## src/dfa_params.svh

```systemverilog
/*
  Register indices, field positions, reset values and timing figures for the
  loop-channel quick_acquire, phase offset and clamp block.
  Assumes inclusion by bare name from the top module and the testbench.
*/
`ifndef DFA_PARAMS_SVH
`define DFA_PARAMS_SVH
`define DFA_IDX_LIMIT0 14'h1006
`define DFA_IDX_LIMIT1 14'h1406
`define DFA_IDX_PHLO0 14'h1015
`define DFA_IDX_PHHI0 14'h1016
`define DFA_IDX_PHLO1 14'h1415
`define DFA_IDX_PHHI1 14'h1416
`define DFA_IDX_EXCESS0 14'h1216
`define DFA_IDX_EXCESS1 14'h1616
`define DFA_IDX_SETTLE0 14'h1217
`define DFA_IDX_SETTLE1 14'h1617
`define DFA_IDX_IRQCLR0 14'h200b
`define DFA_IDX_IRQCLR1 14'h2010
`define DFA_IDX_TRIG0 14'h2106
`define DFA_IDX_TRIG1 14'h2206
`define DFA_IDX_DONECLR0 14'h2107
`define DFA_IDX_DONECLR1 14'h2207
`define DFA_IDX_IRQ0 14'h3010
`define DFA_IDX_IRQ1 14'h3015
`define DFA_IDX_STAT0 14'h3102
`define DFA_IDX_STAT1 14'h3202
`define DFA_TO_LSB 4
`define DFA_SETTLE_LSB 0
`define DFA_DONE_BIT 5
`define DFA_ACT_BIT 4
`define DFA_CLAMP_BIT 1
`define DFA_CLRDONE_BIT 3
`define DFA_IRQ_ON_BIT 6
`define DFA_IRQ_OFF_BIT 7
`define DFA_LIMIT_RST 24'hffffff
`define DFA_TW_SHIFT 12
`define DFA_CLK_MHZ 250
`define DFA_TICK_MS 1
`endif

```

## src/dfa_pkg.sv

```systemverilog
/*
  Types shared by the quick_acquire sequencer and the top module.
  Assumes nothing beyond a SystemVerilog compiler.
*/
package dfa_pkg;
  typedef enum logic [1:0] {
    DFA_IDLE = 2'b00,
    DFA_STEP = 2'b01
  } dfa_seq_state_t;
  typedef logic [13:0] dfa_idx_t;
  typedef logic [16:0] dfa_ms_t;
endpackage : dfa_pkg

```

## src/dfa_chan.sv

```systemverilog
/*
  Quick_acquire sequencer of one loop_channel: trigger qualification, bandwidth
  steps, settle and timeout timers, active and done flags.
  Assumes a one-cycle millisecond tick and a one-cycle closed-loop entry pulse.
*/
`timescale 1ns/100ps
`default_nettype none
module dfa_chan (
  input wire logic clk_sys_i,
  input wire logic reset_n_i,
  input wire logic ms_tick_i,
  input wire logic start_i,
  input wire logic from_holdover_i,
  input wire logic lock_i,
  input wire logic toggling_i,
  input wire logic [3:0] trig_i,
  input wire logic [3:0] excess_i,
  input wire logic [2:0] timeout_sel_i,
  input wire logic [2:0] settle_sel_i,
  input wire logic clear_done_i,
  output logic active_o,
  output logic done_o,
  output logic [3:0] bw_shift_o
);
  function automatic dfa_pkg::dfa_ms_t timeout_ms(input logic [2:0] sel);
    case (sel)
      3'h0: timeout_ms = 17'h0000a;
      3'h1: timeout_ms = 17'h00032;
      3'h2: timeout_ms = 17'h00064;
      3'h3: timeout_ms = 17'h001f4;
      3'h4: timeout_ms = 17'h003e8;
      3'h5: timeout_ms = 17'h02710;
      3'h6: timeout_ms = 17'h0c350;
      default: timeout_ms = 17'h186a0;
    endcase
  endfunction : timeout_ms

  function automatic dfa_pkg::dfa_ms_t settle_ms(input logic [2:0] sel);
    case (sel)
      3'h0: settle_ms = 17'h00001;
      3'h1: settle_ms = 17'h0000a;
      3'h2: settle_ms = 17'h00032;
      3'h3: settle_ms = 17'h00064;
      3'h4: settle_ms = 17'h001f4;
      3'h5: settle_ms = 17'h003e8;
      3'h6: settle_ms = 17'h02710;
      default: settle_ms = 17'h0c350;
    endcase
  endfunction : settle_ms

  dfa_pkg::dfa_seq_state_t state_q;
  dfa_pkg::dfa_ms_t to_cnt_q;
  dfa_pkg::dfa_ms_t st_cnt_q;
  logic [3:0] step_q;
  logic active_q;
  logic done_q;
  logic qual;
  logic go;
  logic settled;
  logic timed_out;

  assign qual = (trig_i == 4'h0) |
    (trig_i[0] & ~from_holdover_i) |
    (trig_i[1] & from_holdover_i) |
    (trig_i[2] & ~done_q) |
    (trig_i[3] & ~toggling_i);
  assign go = start_i & qual & (excess_i != 4'h0) & (state_q == dfa_pkg::DFA_IDLE);
  assign settled = lock_i & (st_cnt_q >= settle_ms(settle_sel_i));
  assign timed_out = to_cnt_q >= timeout_ms(timeout_sel_i);

  always_ff @(posedge clk_sys_i or negedge reset_n_i) begin
    if (!reset_n_i) begin
      state_q <= dfa_pkg::DFA_IDLE;
      step_q <= 4'h0;
      to_cnt_q <= '0;
      st_cnt_q <= '0;
      active_q <= 1'b0;
    end else begin
      case (state_q)
        dfa_pkg::DFA_IDLE: begin
          if (go) begin
            state_q <= dfa_pkg::DFA_STEP;
            step_q <= excess_i;
            to_cnt_q <= '0;
            st_cnt_q <= '0;
            active_q <= 1'b1;
          end
        end
        dfa_pkg::DFA_STEP: begin
          if (ms_tick_i) begin
            if (settled | timed_out) begin
              to_cnt_q <= '0;
              st_cnt_q <= '0;
              if (step_q == 4'h0) begin
                state_q <= dfa_pkg::DFA_IDLE;
                active_q <= 1'b0;
              end else begin
                step_q <= step_q - 4'h1;
              end
            end else begin
              to_cnt_q <= to_cnt_q + 17'h00001;
              st_cnt_q <= lock_i ? st_cnt_q + 17'h00001 : 17'h00000;
            end
          end
        end
        default: begin
          state_q <= dfa_pkg::DFA_IDLE;
          step_q <= 4'h0;
          active_q <= 1'b0;
        end
      endcase
    end
  end

  // Done is set on the final settled step; a set in the clear cycle wins.
  always_ff @(posedge clk_sys_i or negedge reset_n_i) begin
    if (!reset_n_i) begin
      done_q <= 1'b0;
    end else if (state_q == dfa_pkg::DFA_STEP && ms_tick_i && settled && step_q == 4'h0) begin
      done_q <= 1'b1;
    end else if (clear_done_i) begin
      done_q <= 1'b0;
    end
  end

  assign active_o = active_q;
  assign done_o = done_q;
  assign bw_shift_o = step_q;
endmodule : dfa_chan
`default_nettype wire

```

## src/dfa_top.sv

```systemverilog
/*
  Two loop_channel control blocks behind an APB slave: quick_acquire
  sequencer, feedback phase offset summing node and tuning word clamp.
  Assumes APB master signals synchronous to clk_sys_i and a single clock.
*/
// The APB register port was decided locally.
// What this block does
// - Three-bit timeout field at bits six to four
// - Each step waits lock plus settle, bounded
// - Timeout codes map ten ms to 100 s
// - Timeout expiry advances to next step
// - Final settled step sets done status bit
// - Four trigger qualifier bits at bits three-zero
// - No qualifier set means always quick acquire
// - Set qualifiers combine by OR, else normal
// - Freerun entry triggers when its bit set
// - Holdover entry triggers when its bit set
// - First-only triggers while done is zero
// - Self-clearing write bit clears done status
// - No-output triggers while outputs are quiet
// - Forty-bit signed offset added at feedback node
// - Positive offset delays output edges
// - Node also sums skew and delay compensation
// - Clamp always on, limit resets to maximum
// - Symmetric bound about free-run tuning word
// - Live clamped status at status bit one
// - Flags latch on clamp entry and exit
// - Flags hold until their clear bits written
// - Start at excess power, halve; zero disables
// - Unlock during settle restarts settle timer
// - Active and done at status bits four, five
`timescale 1ns/100ps
`default_nettype none
`include "dfa_params.svh"
module dfa_top #(
  parameter int MS_CYCLES = `DFA_TICK_MS * `DFA_CLK_MHZ * 1000,
  parameter int TW_W = 48,
  parameter int PH_W = 40
) (
  input wire logic clk_sys_i,
  input wire logic reset_n_i,
  input wire logic psel_i,
  input wire logic penable_i,
  input wire logic pwrite_i,
  input wire logic [15:0] paddr_i,
  input wire logic [31:0] pwdata_i,
  output logic [31:0] prdata_o,
  output logic pready_o,
  output logic pslverr_o,
  input wire logic [1:0] loop_start_i,
  input wire logic [1:0] from_holdover_i,
  input wire logic [1:0] phase_lock_i,
  input wire logic [1:0] outputs_toggling_i,
  input wire logic [2*TW_W-1:0] loop_tw_i,
  input wire logic [2*TW_W-1:0] freerun_tw_i,
  input wire logic [2*PH_W-1:0] fb_phase_i,
  input wire logic [2*PH_W-1:0] skew_i,
  input wire logic [2*PH_W-1:0] delay_comp_i,
  output logic [2*PH_W-1:0] fb_phase_o,
  output logic [2*TW_W-1:0] tw_o,
  output logic [7:0] bw_shift_o
);
  localparam dfa_pkg::dfa_idx_t IDX_LIM [2] = '{`DFA_IDX_LIMIT0, `DFA_IDX_LIMIT1};
  localparam dfa_pkg::dfa_idx_t IDX_PHLO [2] = '{`DFA_IDX_PHLO0, `DFA_IDX_PHLO1};
  localparam dfa_pkg::dfa_idx_t IDX_PHHI [2] = '{`DFA_IDX_PHHI0, `DFA_IDX_PHHI1};
  localparam dfa_pkg::dfa_idx_t IDX_EXC [2] = '{`DFA_IDX_EXCESS0, `DFA_IDX_EXCESS1};
  localparam dfa_pkg::dfa_idx_t IDX_SET [2] = '{`DFA_IDX_SETTLE0, `DFA_IDX_SETTLE1};
  localparam dfa_pkg::dfa_idx_t IDX_ICL [2] = '{`DFA_IDX_IRQCLR0, `DFA_IDX_IRQCLR1};
  localparam dfa_pkg::dfa_idx_t IDX_TRG [2] = '{`DFA_IDX_TRIG0, `DFA_IDX_TRIG1};
  localparam dfa_pkg::dfa_idx_t IDX_DCL [2] = '{`DFA_IDX_DONECLR0, `DFA_IDX_DONECLR1};
  localparam dfa_pkg::dfa_idx_t IDX_IRQ [2] = '{`DFA_IDX_IRQ0, `DFA_IDX_IRQ1};
  localparam dfa_pkg::dfa_idx_t IDX_STA [2] = '{`DFA_IDX_STAT0, `DFA_IDX_STAT1};

  logic [23:0] limit_q [2];
  logic [PH_W-1:0] phoff_q [2];
  logic [3:0] excess_q [2];
  logic [2:0] to_sel_q [2];
  logic [2:0] st_sel_q [2];
  logic [3:0] trig_q [2];
  logic [1:0] irq_q [2];
  logic [1:0] clr_done_q;
  logic [1:0] clamped_q;
  logic [1:0] active;
  logic [1:0] done;
  logic [TW_W-1:0] tw_q [2];
  logic [PH_W-1:0] ph_q [2];
  logic [31:0] prdata_q;
  logic pready_q;
  logic pslverr_q;
  logic [17:0] tick_cnt_q;
  logic ms_tick_q;
  dfa_pkg::dfa_idx_t idx;
  logic wr;
  logic [31:0] rd_data;
  logic rd_hit;

  assign idx = paddr_i[15:2];
  assign wr = psel_i & penable_i & pwrite_i & pready_q & ~pslverr_q;

  // Millisecond timebase shared by both sequencers.
  always_ff @(posedge clk_sys_i or negedge reset_n_i) begin
    if (!reset_n_i) begin
      tick_cnt_q <= 18'h00000;
      ms_tick_q <= 1'b0;
    end else if (tick_cnt_q == 18'(MS_CYCLES - 1)) begin
      tick_cnt_q <= 18'h00000;
      ms_tick_q <= 1'b1;
    end else begin
      tick_cnt_q <= tick_cnt_q + 18'h00001;
      ms_tick_q <= 1'b0;
    end
  end

  // Read decode; write-only and clear registers read as zero.
  always_comb begin
    rd_data = 32'h00000000;
    rd_hit = 1'b0;
    for (int c = 0; c < 2; c++) begin
      if (idx == IDX_LIM[c]) begin
        rd_hit = 1'b1;
        rd_data = {8'h00, limit_q[c]};
      end
      if (idx == IDX_PHLO[c]) begin
        rd_hit = 1'b1;
        rd_data = phoff_q[c][31:0];
      end
      if (idx == IDX_PHHI[c]) begin
        rd_hit = 1'b1;
        rd_data = {24'h000000, phoff_q[c][PH_W-1:32]};
      end
      if (idx == IDX_EXC[c]) begin
        rd_hit = 1'b1;
        rd_data = {28'h0000000, excess_q[c]};
      end
      if (idx == IDX_SET[c]) begin
        rd_hit = 1'b1;
        rd_data[`DFA_TO_LSB+:3] = to_sel_q[c];
        rd_data[`DFA_SETTLE_LSB+:3] = st_sel_q[c];
      end
      if (idx == IDX_TRG[c]) begin
        rd_hit = 1'b1;
        rd_data = {28'h0000000, trig_q[c]};
      end
      if (idx == IDX_ICL[c] || idx == IDX_DCL[c]) begin
        rd_hit = 1'b1;
      end
      if (idx == IDX_IRQ[c]) begin
        rd_hit = 1'b1;
        rd_data[`DFA_IRQ_ON_BIT] = irq_q[c][0];
        rd_data[`DFA_IRQ_OFF_BIT] = irq_q[c][1];
      end
      if (idx == IDX_STA[c]) begin
        rd_hit = 1'b1;
        rd_data[`DFA_DONE_BIT] = done[c];
        rd_data[`DFA_ACT_BIT] = active[c];
        rd_data[`DFA_CLAMP_BIT] = clamped_q[c];
      end
    end
  end

  // APB answer: pready rises in the access phase, zero wait states.
  always_ff @(posedge clk_sys_i or negedge reset_n_i) begin
    if (!reset_n_i) begin
      pready_q <= 1'b0;
      pslverr_q <= 1'b0;
      prdata_q <= 32'h00000000;
    end else if (psel_i && !penable_i) begin
      pready_q <= 1'b1;
      pslverr_q <= ~rd_hit | (paddr_i[1:0] != 2'h0);
      prdata_q <= (rd_hit && !pwrite_i && paddr_i[1:0] == 2'h0) ? rd_data : 32'h00000000;
    end else begin
      pready_q <= 1'b0;
      pslverr_q <= 1'b0;
    end
  end

  // Configuration registers.
  always_ff @(posedge clk_sys_i or negedge reset_n_i) begin
    if (!reset_n_i) begin
      for (int c = 0; c < 2; c++) begin
        limit_q[c] <= `DFA_LIMIT_RST;
        phoff_q[c] <= '0;
        excess_q[c] <= 4'h0;
        to_sel_q[c] <= 3'h0;
        st_sel_q[c] <= 3'h0;
        trig_q[c] <= 4'h0;
      end
    end else if (wr) begin
      for (int c = 0; c < 2; c++) begin
        if (idx == IDX_LIM[c]) begin
          limit_q[c] <= pwdata_i[23:0];
        end
        if (idx == IDX_PHLO[c]) begin
          phoff_q[c][31:0] <= pwdata_i;
        end
        if (idx == IDX_PHHI[c]) begin
          phoff_q[c][PH_W-1:32] <= pwdata_i[PH_W-33:0];
        end
        if (idx == IDX_EXC[c]) begin
          excess_q[c] <= pwdata_i[3:0];
        end
        if (idx == IDX_SET[c]) begin
          to_sel_q[c] <= pwdata_i[`DFA_TO_LSB+:3];
          st_sel_q[c] <= pwdata_i[`DFA_SETTLE_LSB+:3];
        end
        if (idx == IDX_TRG[c]) begin
          trig_q[c] <= pwdata_i[3:0];
        end
      end
    end
  end

  // Self-clearing done-clear strobe, one cycle after the write.
  always_ff @(posedge clk_sys_i or negedge reset_n_i) begin
    if (!reset_n_i) begin
      clr_done_q <= 2'h0;
    end else begin
      for (int c = 0; c < 2; c++) begin
        clr_done_q[c] <= wr & (idx == IDX_DCL[c]) & pwdata_i[`DFA_CLRDONE_BIT];
      end
    end
  end

  genvar g;
  generate
    for (g = 0; g < 2; g++) begin : g_ch
      logic [TW_W-1:0] fr;
      logic [TW_W-1:0] lp;
      logic signed [TW_W:0] diff;
      logic signed [TW_W:0] off;
      logic sq_clr;

      dfa_chan u_chan (
        .clk_sys_i(clk_sys_i),
        .reset_n_i(reset_n_i),
        .ms_tick_i(ms_tick_q),
        .start_i(loop_start_i[g]),
        .from_holdover_i(from_holdover_i[g]),
        .lock_i(phase_lock_i[g]),
        .toggling_i(outputs_toggling_i[g]),
        .trig_i(trig_q[g]),
        .excess_i(excess_q[g]),
        .timeout_sel_i(to_sel_q[g]),
        .settle_sel_i(st_sel_q[g]),
        .clear_done_i(clr_done_q[g]),
        .active_o(active[g]),
        .done_o(done[g]),
        .bw_shift_o(bw_shift_o[4*g+:4])
      );

      assign fr = freerun_tw_i[g*TW_W+:TW_W];
      assign lp = loop_tw_i[g*TW_W+:TW_W];
      assign diff = $signed({1'b0, lp}) - $signed({1'b0, fr});
      // Limit scaled from fs/2^36 units to the tuning word's 2^48 scale.
      assign off = (TW_W + 1)'({limit_q[g], {`DFA_TW_SHIFT{1'b0}}});

      always_ff @(posedge clk_sys_i or negedge reset_n_i) begin
        if (!reset_n_i) begin
          tw_q[g] <= '0;
          clamped_q[g] <= 1'b0;
        end else if (diff > off) begin
          tw_q[g] <= TW_W'(fr + off[TW_W-1:0]);
          clamped_q[g] <= 1'b1;
        end else if (diff < -off) begin
          tw_q[g] <= TW_W'(fr - off[TW_W-1:0]);
          clamped_q[g] <= 1'b1;
        end else begin
          tw_q[g] <= lp;
          clamped_q[g] <= 1'b0;
        end
      end

      // Clamp edge flags; an edge in the clear cycle wins over the clear.
      assign sq_clr = wr & (idx == IDX_ICL[g]);
      always_ff @(posedge clk_sys_i or negedge reset_n_i) begin
        if (!reset_n_i) begin
          irq_q[g] <= 2'h0;
        end else begin
          if (tw_edge_on(clamped_q[g], diff, off)) begin
            irq_q[g][0] <= 1'b1;
          end else if (sq_clr && pwdata_i[`DFA_IRQ_ON_BIT]) begin
            irq_q[g][0] <= 1'b0;
          end
          if (clamped_q[g] && diff <= off && diff >= -off) begin
            irq_q[g][1] <= 1'b1;
          end else if (sq_clr && pwdata_i[`DFA_IRQ_OFF_BIT]) begin
            irq_q[g][1] <= 1'b0;
          end
        end
      end

      // Feedback summing node; a positive offset delays the output edges.
      always_ff @(posedge clk_sys_i or negedge reset_n_i) begin
        if (!reset_n_i) begin
          ph_q[g] <= '0;
        end else begin
          ph_q[g] <= PH_W'(fb_phase_i[g*PH_W+:PH_W] + phoff_q[g]
            + skew_i[g*PH_W+:PH_W] + delay_comp_i[g*PH_W+:PH_W]);
        end
      end

      assign tw_o[g*TW_W+:TW_W] = tw_q[g];
      assign fb_phase_o[g*PH_W+:PH_W] = ph_q[g];
    end
  endgenerate

  function automatic logic tw_edge_on(input logic was, input logic signed [TW_W:0] d,
                                      input logic signed [TW_W:0] o);
    tw_edge_on = !was && (d > o || d < -o);
  endfunction : tw_edge_on

  assign prdata_o = prdata_q;
  assign pready_o = pready_q;
  assign pslverr_o = pslverr_q;

  generate
    for (g = 0; g < 2; g++) begin : g_chk

    end
  endgenerate
endmodule : dfa_top
`default_nettype wire

```

## config.mk

```make
export PLATFORM = sky130hd
export DESIGN_NAME = dfa_top
export DESIGN_NICKNAME = d
export VERILOG_FILES = /design/src/dfa_pkg.sv /design/src/dfa_chan.sv /design/src/dfa_top.sv
export VERILOG_INCLUDE_DIRS = /design/src /design/src/src
export SDC_FILE = /design/constraint.sdc
export NUM_CORES = 2
export LEC_CHECK = 0
export ABC_CLOCK_PERIOD_IN_PS = 14200
export BUFFER_PORTS_ARGS = -buffer_cell sky130_fd_sc_hd__buf_2
export CAP_MARGIN = 20
export CORE_MARGIN = 2
export CORE_UTILIZATION = 23
export DETAILED_ROUTE_END_ITERATION = 8
export GPL_ROUTABILITY_DRIVEN = 0
export SYNTH_ARGS = -nofsm -noshare
export SYNTH_HDL_FRONTEND = slang
export SYNTH_SLANG_ARGS = --single-unit
export TNS_END_PERCENT = 20
```

## constraint.sdc

```tcl
create_clock -name clk_sys_i -period 14.2 [get_ports clk_sys_i]
set_clock_uncertainty 0.15 [all_clocks]
set_input_delay 2.13 -clock clk_sys_i [delete_from_list [all_inputs] [get_ports clk_sys_i]]
set_output_delay 2.13 -clock clk_sys_i [all_outputs]
set_load 0.05 [all_outputs]
```

==> out/results.ini <==
[grt]
grt_overflow = 0
grt_max_degree = 155
antenna_found_initial = 68
grt_pass1_vias = 41300
grt_pass1_wl_um = 287000
gr-usage-all-layers_pct = 20.3

[clocking]
cts_max_level = 3
ctsHoldBuffers = 0
cts-root-buf = clkbuf_16
clkSlewWorstSetupHoldPaths_ns = 0.05
cts_resized = 0
cts_tree = built
post_cts_buffers = 0
cts_max_path_buffers = 3
cts_buffers = 68
cts.sinks = 473
clk_latency_ns = 0.68

[worst_setup_path]
rr_worst_depth = 21
arrival_ns = 10.60
endpoint_kind = register
path_max_fanout = 22
r2r_start = g_ch[1].off[13]
reg2reg_slack_ns = 7.23
cp_data_required_time_ns = 14.62
r2r_end = tw_o[80]
path_class = in -> reg
cp-start-kind = input pin

[floorplan]
fp.dieArea_um2 = 193000
num_rows = 159
die_h_um = 439
start_util_pct = 23.2
die-width_um = 439
ios = 711
core_um2 = 188000

[sta]
period_needed_ns = 10.18
drv_slew = 0
hold_viol_final = 0
holdWs_ns = 0.285
max_freq_mhz = 98.2
setup_viol = 0
fin_crit_sh_pct = 71.7
tns_ns = 0
relSlewSlack_pct = 20.9
worst_slew_pin_slew_ns = 1.17
grt_setup_unrepaired = false
setup_slack_ns = 4.02

[synthesis]
yosys.area.top_type = dfrtp_1
syn-mean-instance-area_um2 = 8.80
synth_cells = 4947
synth.area.mux_share_pct = 3.42
synth_top_family_by_area = compound AO/OA/AOI/OAI gates
ys_seq_elements = 473
yosysSeqAreaShare_pct = 27.3
synthArstFlopShare_pct = 100
ys.flop_type = dfrtp_1
synth_compound_area_share_pct = 21.4
synthTopCellsByArea = dfrtp_1, ha_1, fa_1
synthDominantCellAreaShare_pct = 24.4
synth_edf_count = 0
synth.net_count = 6059
synthAdderAreaFrac_pct = 20.6
synthesis.area_um2 = 43500
ys_types = 96
synthSimpleGateAreaFrac_pct = 17.6
synth_xor_xnor_area_share_pct = 5.23
yosys_warnings = 0

[detailed_routing]
drc = 0
drtAntennaViolNets = 0
drt_iter0_markers = 4401
drt_wl_total_um = 203000
vias = 42800
wl_per_cell_um = 24.9
drt_first_pass_iters = 6
vias_per_cell = 5.25

[final_layout]
fin_nets = 6678
fin_area_um2 = 52100
stdcell_count = 8146
area_growth_pct = 19.7
post_route_cells_drive_above_1_share_pct = 19.3
final_util_pct = 27.7
fill_cells = 20100

[worst_hold_path]
hold_start = clr_done_q[0]
worstHoldPathCells = 1
min_to = g_ch[0].u_chan.done_o
min_path_type = reg -> reg

[placed_design]
placed_area_um2 = 49700
pre_cts_ws_ns = 3.49
dp_cells = 7991
dp_hpwl_um = 168000
port_buffers = 710

[run]
maxCapViolations = 0

[power_and_ir_drop]
p_per_area_nw_per_um2 = 110
total_power_mw = 5.75
ir_worst_vdd_mv = 0.0850
power.leakage_nw = 24.0

[run_status]
status = complete, no violations

## worst max-delay path: stages
cell and delay (ns):
buf_2 0.08, inv_1 0.04, ha_1 0.52, nand4_1 0.26, nor3_1 0.33, o2111ai_1 0.30, a2111oi_2 0.65, nor2_1 0.14
o21ai_0 0.32, a21oi_1 0.15, xnor2_1 0.17, ha_1 0.39, nand4_1 0.13, a2111oi_0 0.39, nand3_1 0.19, nor3_1 0.20
nand4_1 0.14, o41ai_1 0.95, or4b_4 0.58, nor4_4 0.34, nand3_1 0.54, nand2_1 0.64, buf_4 0.39, mux2_2 0.37
a211oi_1 0.21
## registers in the layout, summed over array words and instances (netlist names), 4 cells and up
name	flops
tw_o	96
fb_phase_o	80
phoff_q	80
g_ch.off	48
g_ch.u_chan.st_cnt_q	34
g_ch.u_chan.to_cnt_q	34
prdata_o	32
tick_cnt_q	18
excess_q	8
g_ch.u_chan.bw_shift_o	8
trig_q	8
st_sel_q	6
to_sel_q	6
irq_q	4
## worst max path at each step
stage / start / end / slack, ns / cells past startpoint
2_1_floorplan: loop_tw_i[0] / tw_o[41] / 6.57 / 31
3_3_place_gp: loop_tw_i[0] / tw_o[28] / 3.57 / 31
3_5_place_dp: freerun_tw_i[8] / tw_o[24] / 3.49 / 26
4_1_cts: freerun_tw_i[8] / tw_o[24] / 4.22 / 26
5_1_grt: freerun_tw_i[58] / tw_o[69] / 3.55 / 25
6_report: freerun_tw_i[58] / tw_o[69] / 4.02 / 25
## placed cells by master (no fill, tap or decap), types with 109 or more instances in the layout
cell type	instances
buf_2	709
ha_1	457
dfrtp_1	425
nand2_1	407
nor2_1	345
o21ai_0	341
a21oi_1	335
inv_1	298
xnor2_1	191
fa_1	162
nand3_1	149
a21o_1	113
mux2_2	109
## cells in the mapped netlist (all sizes together) (39+ instances only)
library cell and count:
nor4 79, o21ai 349, nand3 149, a211oi 39
inv 299, mux2 109, dfrtp 425, o21a 62
dfstp 48, o21bai 52, fa 162, and3 47
nor2 349, xor2 69, a31oi 41, o31ai 50
nor2b 69, a21oi 338, nand2 407, nor3 106
clkbuf 161, xnor2 191, or3 48, ha 457
and2 45, a21o 113, nand2b 72, nand4 90
## final cells by class
cell class	instances	area, µm²	area share [%]
Antenna cell	34	85.1	0.163
Clock buffer	91	1920	3.69
Clock inverter	30	355	0.682
Inverter	302	1130	2.18
Multi-Input combinational cell	3980	29800	57.1
Sequential cell	473	11900	22.8
Tap cell	2495	3120	5.99
Timing Repair Buffer	741	3810	7.31
## per-layer routing
metal | up-vias | wire length, µm | track usage (%)
met5 | - | 210 | 0.546
met1 | 20900 | 78900 | 24.4
met2 | 2058 | 97200 | 33.9
li1 | 19300 | - | -
met4 | 12 | 11300 | 10.4
met3 | 470 | 15600 | 4.34
## kinds of logic after synthesis
logic type / count (synthesis)
AND/OR/NAND/NOR: 1552
AO/OA/AOI/OAI: 1413
adder cells (fa/ha/maj): 620
buffers and inverters: 494
flip-flops: 473
XOR/XNOR: 260
multiplexers: 135
## report_power, final
part           leakage (nW)  internal, mW  total, mW  switching, mW
registers              5.90          1.51       1.58         0.0741
logic                  16.9         0.719       2.39           1.67
clock network          1.12          1.05       1.78          0.731
Note: power is estimated with default switching activity, not from simulation.
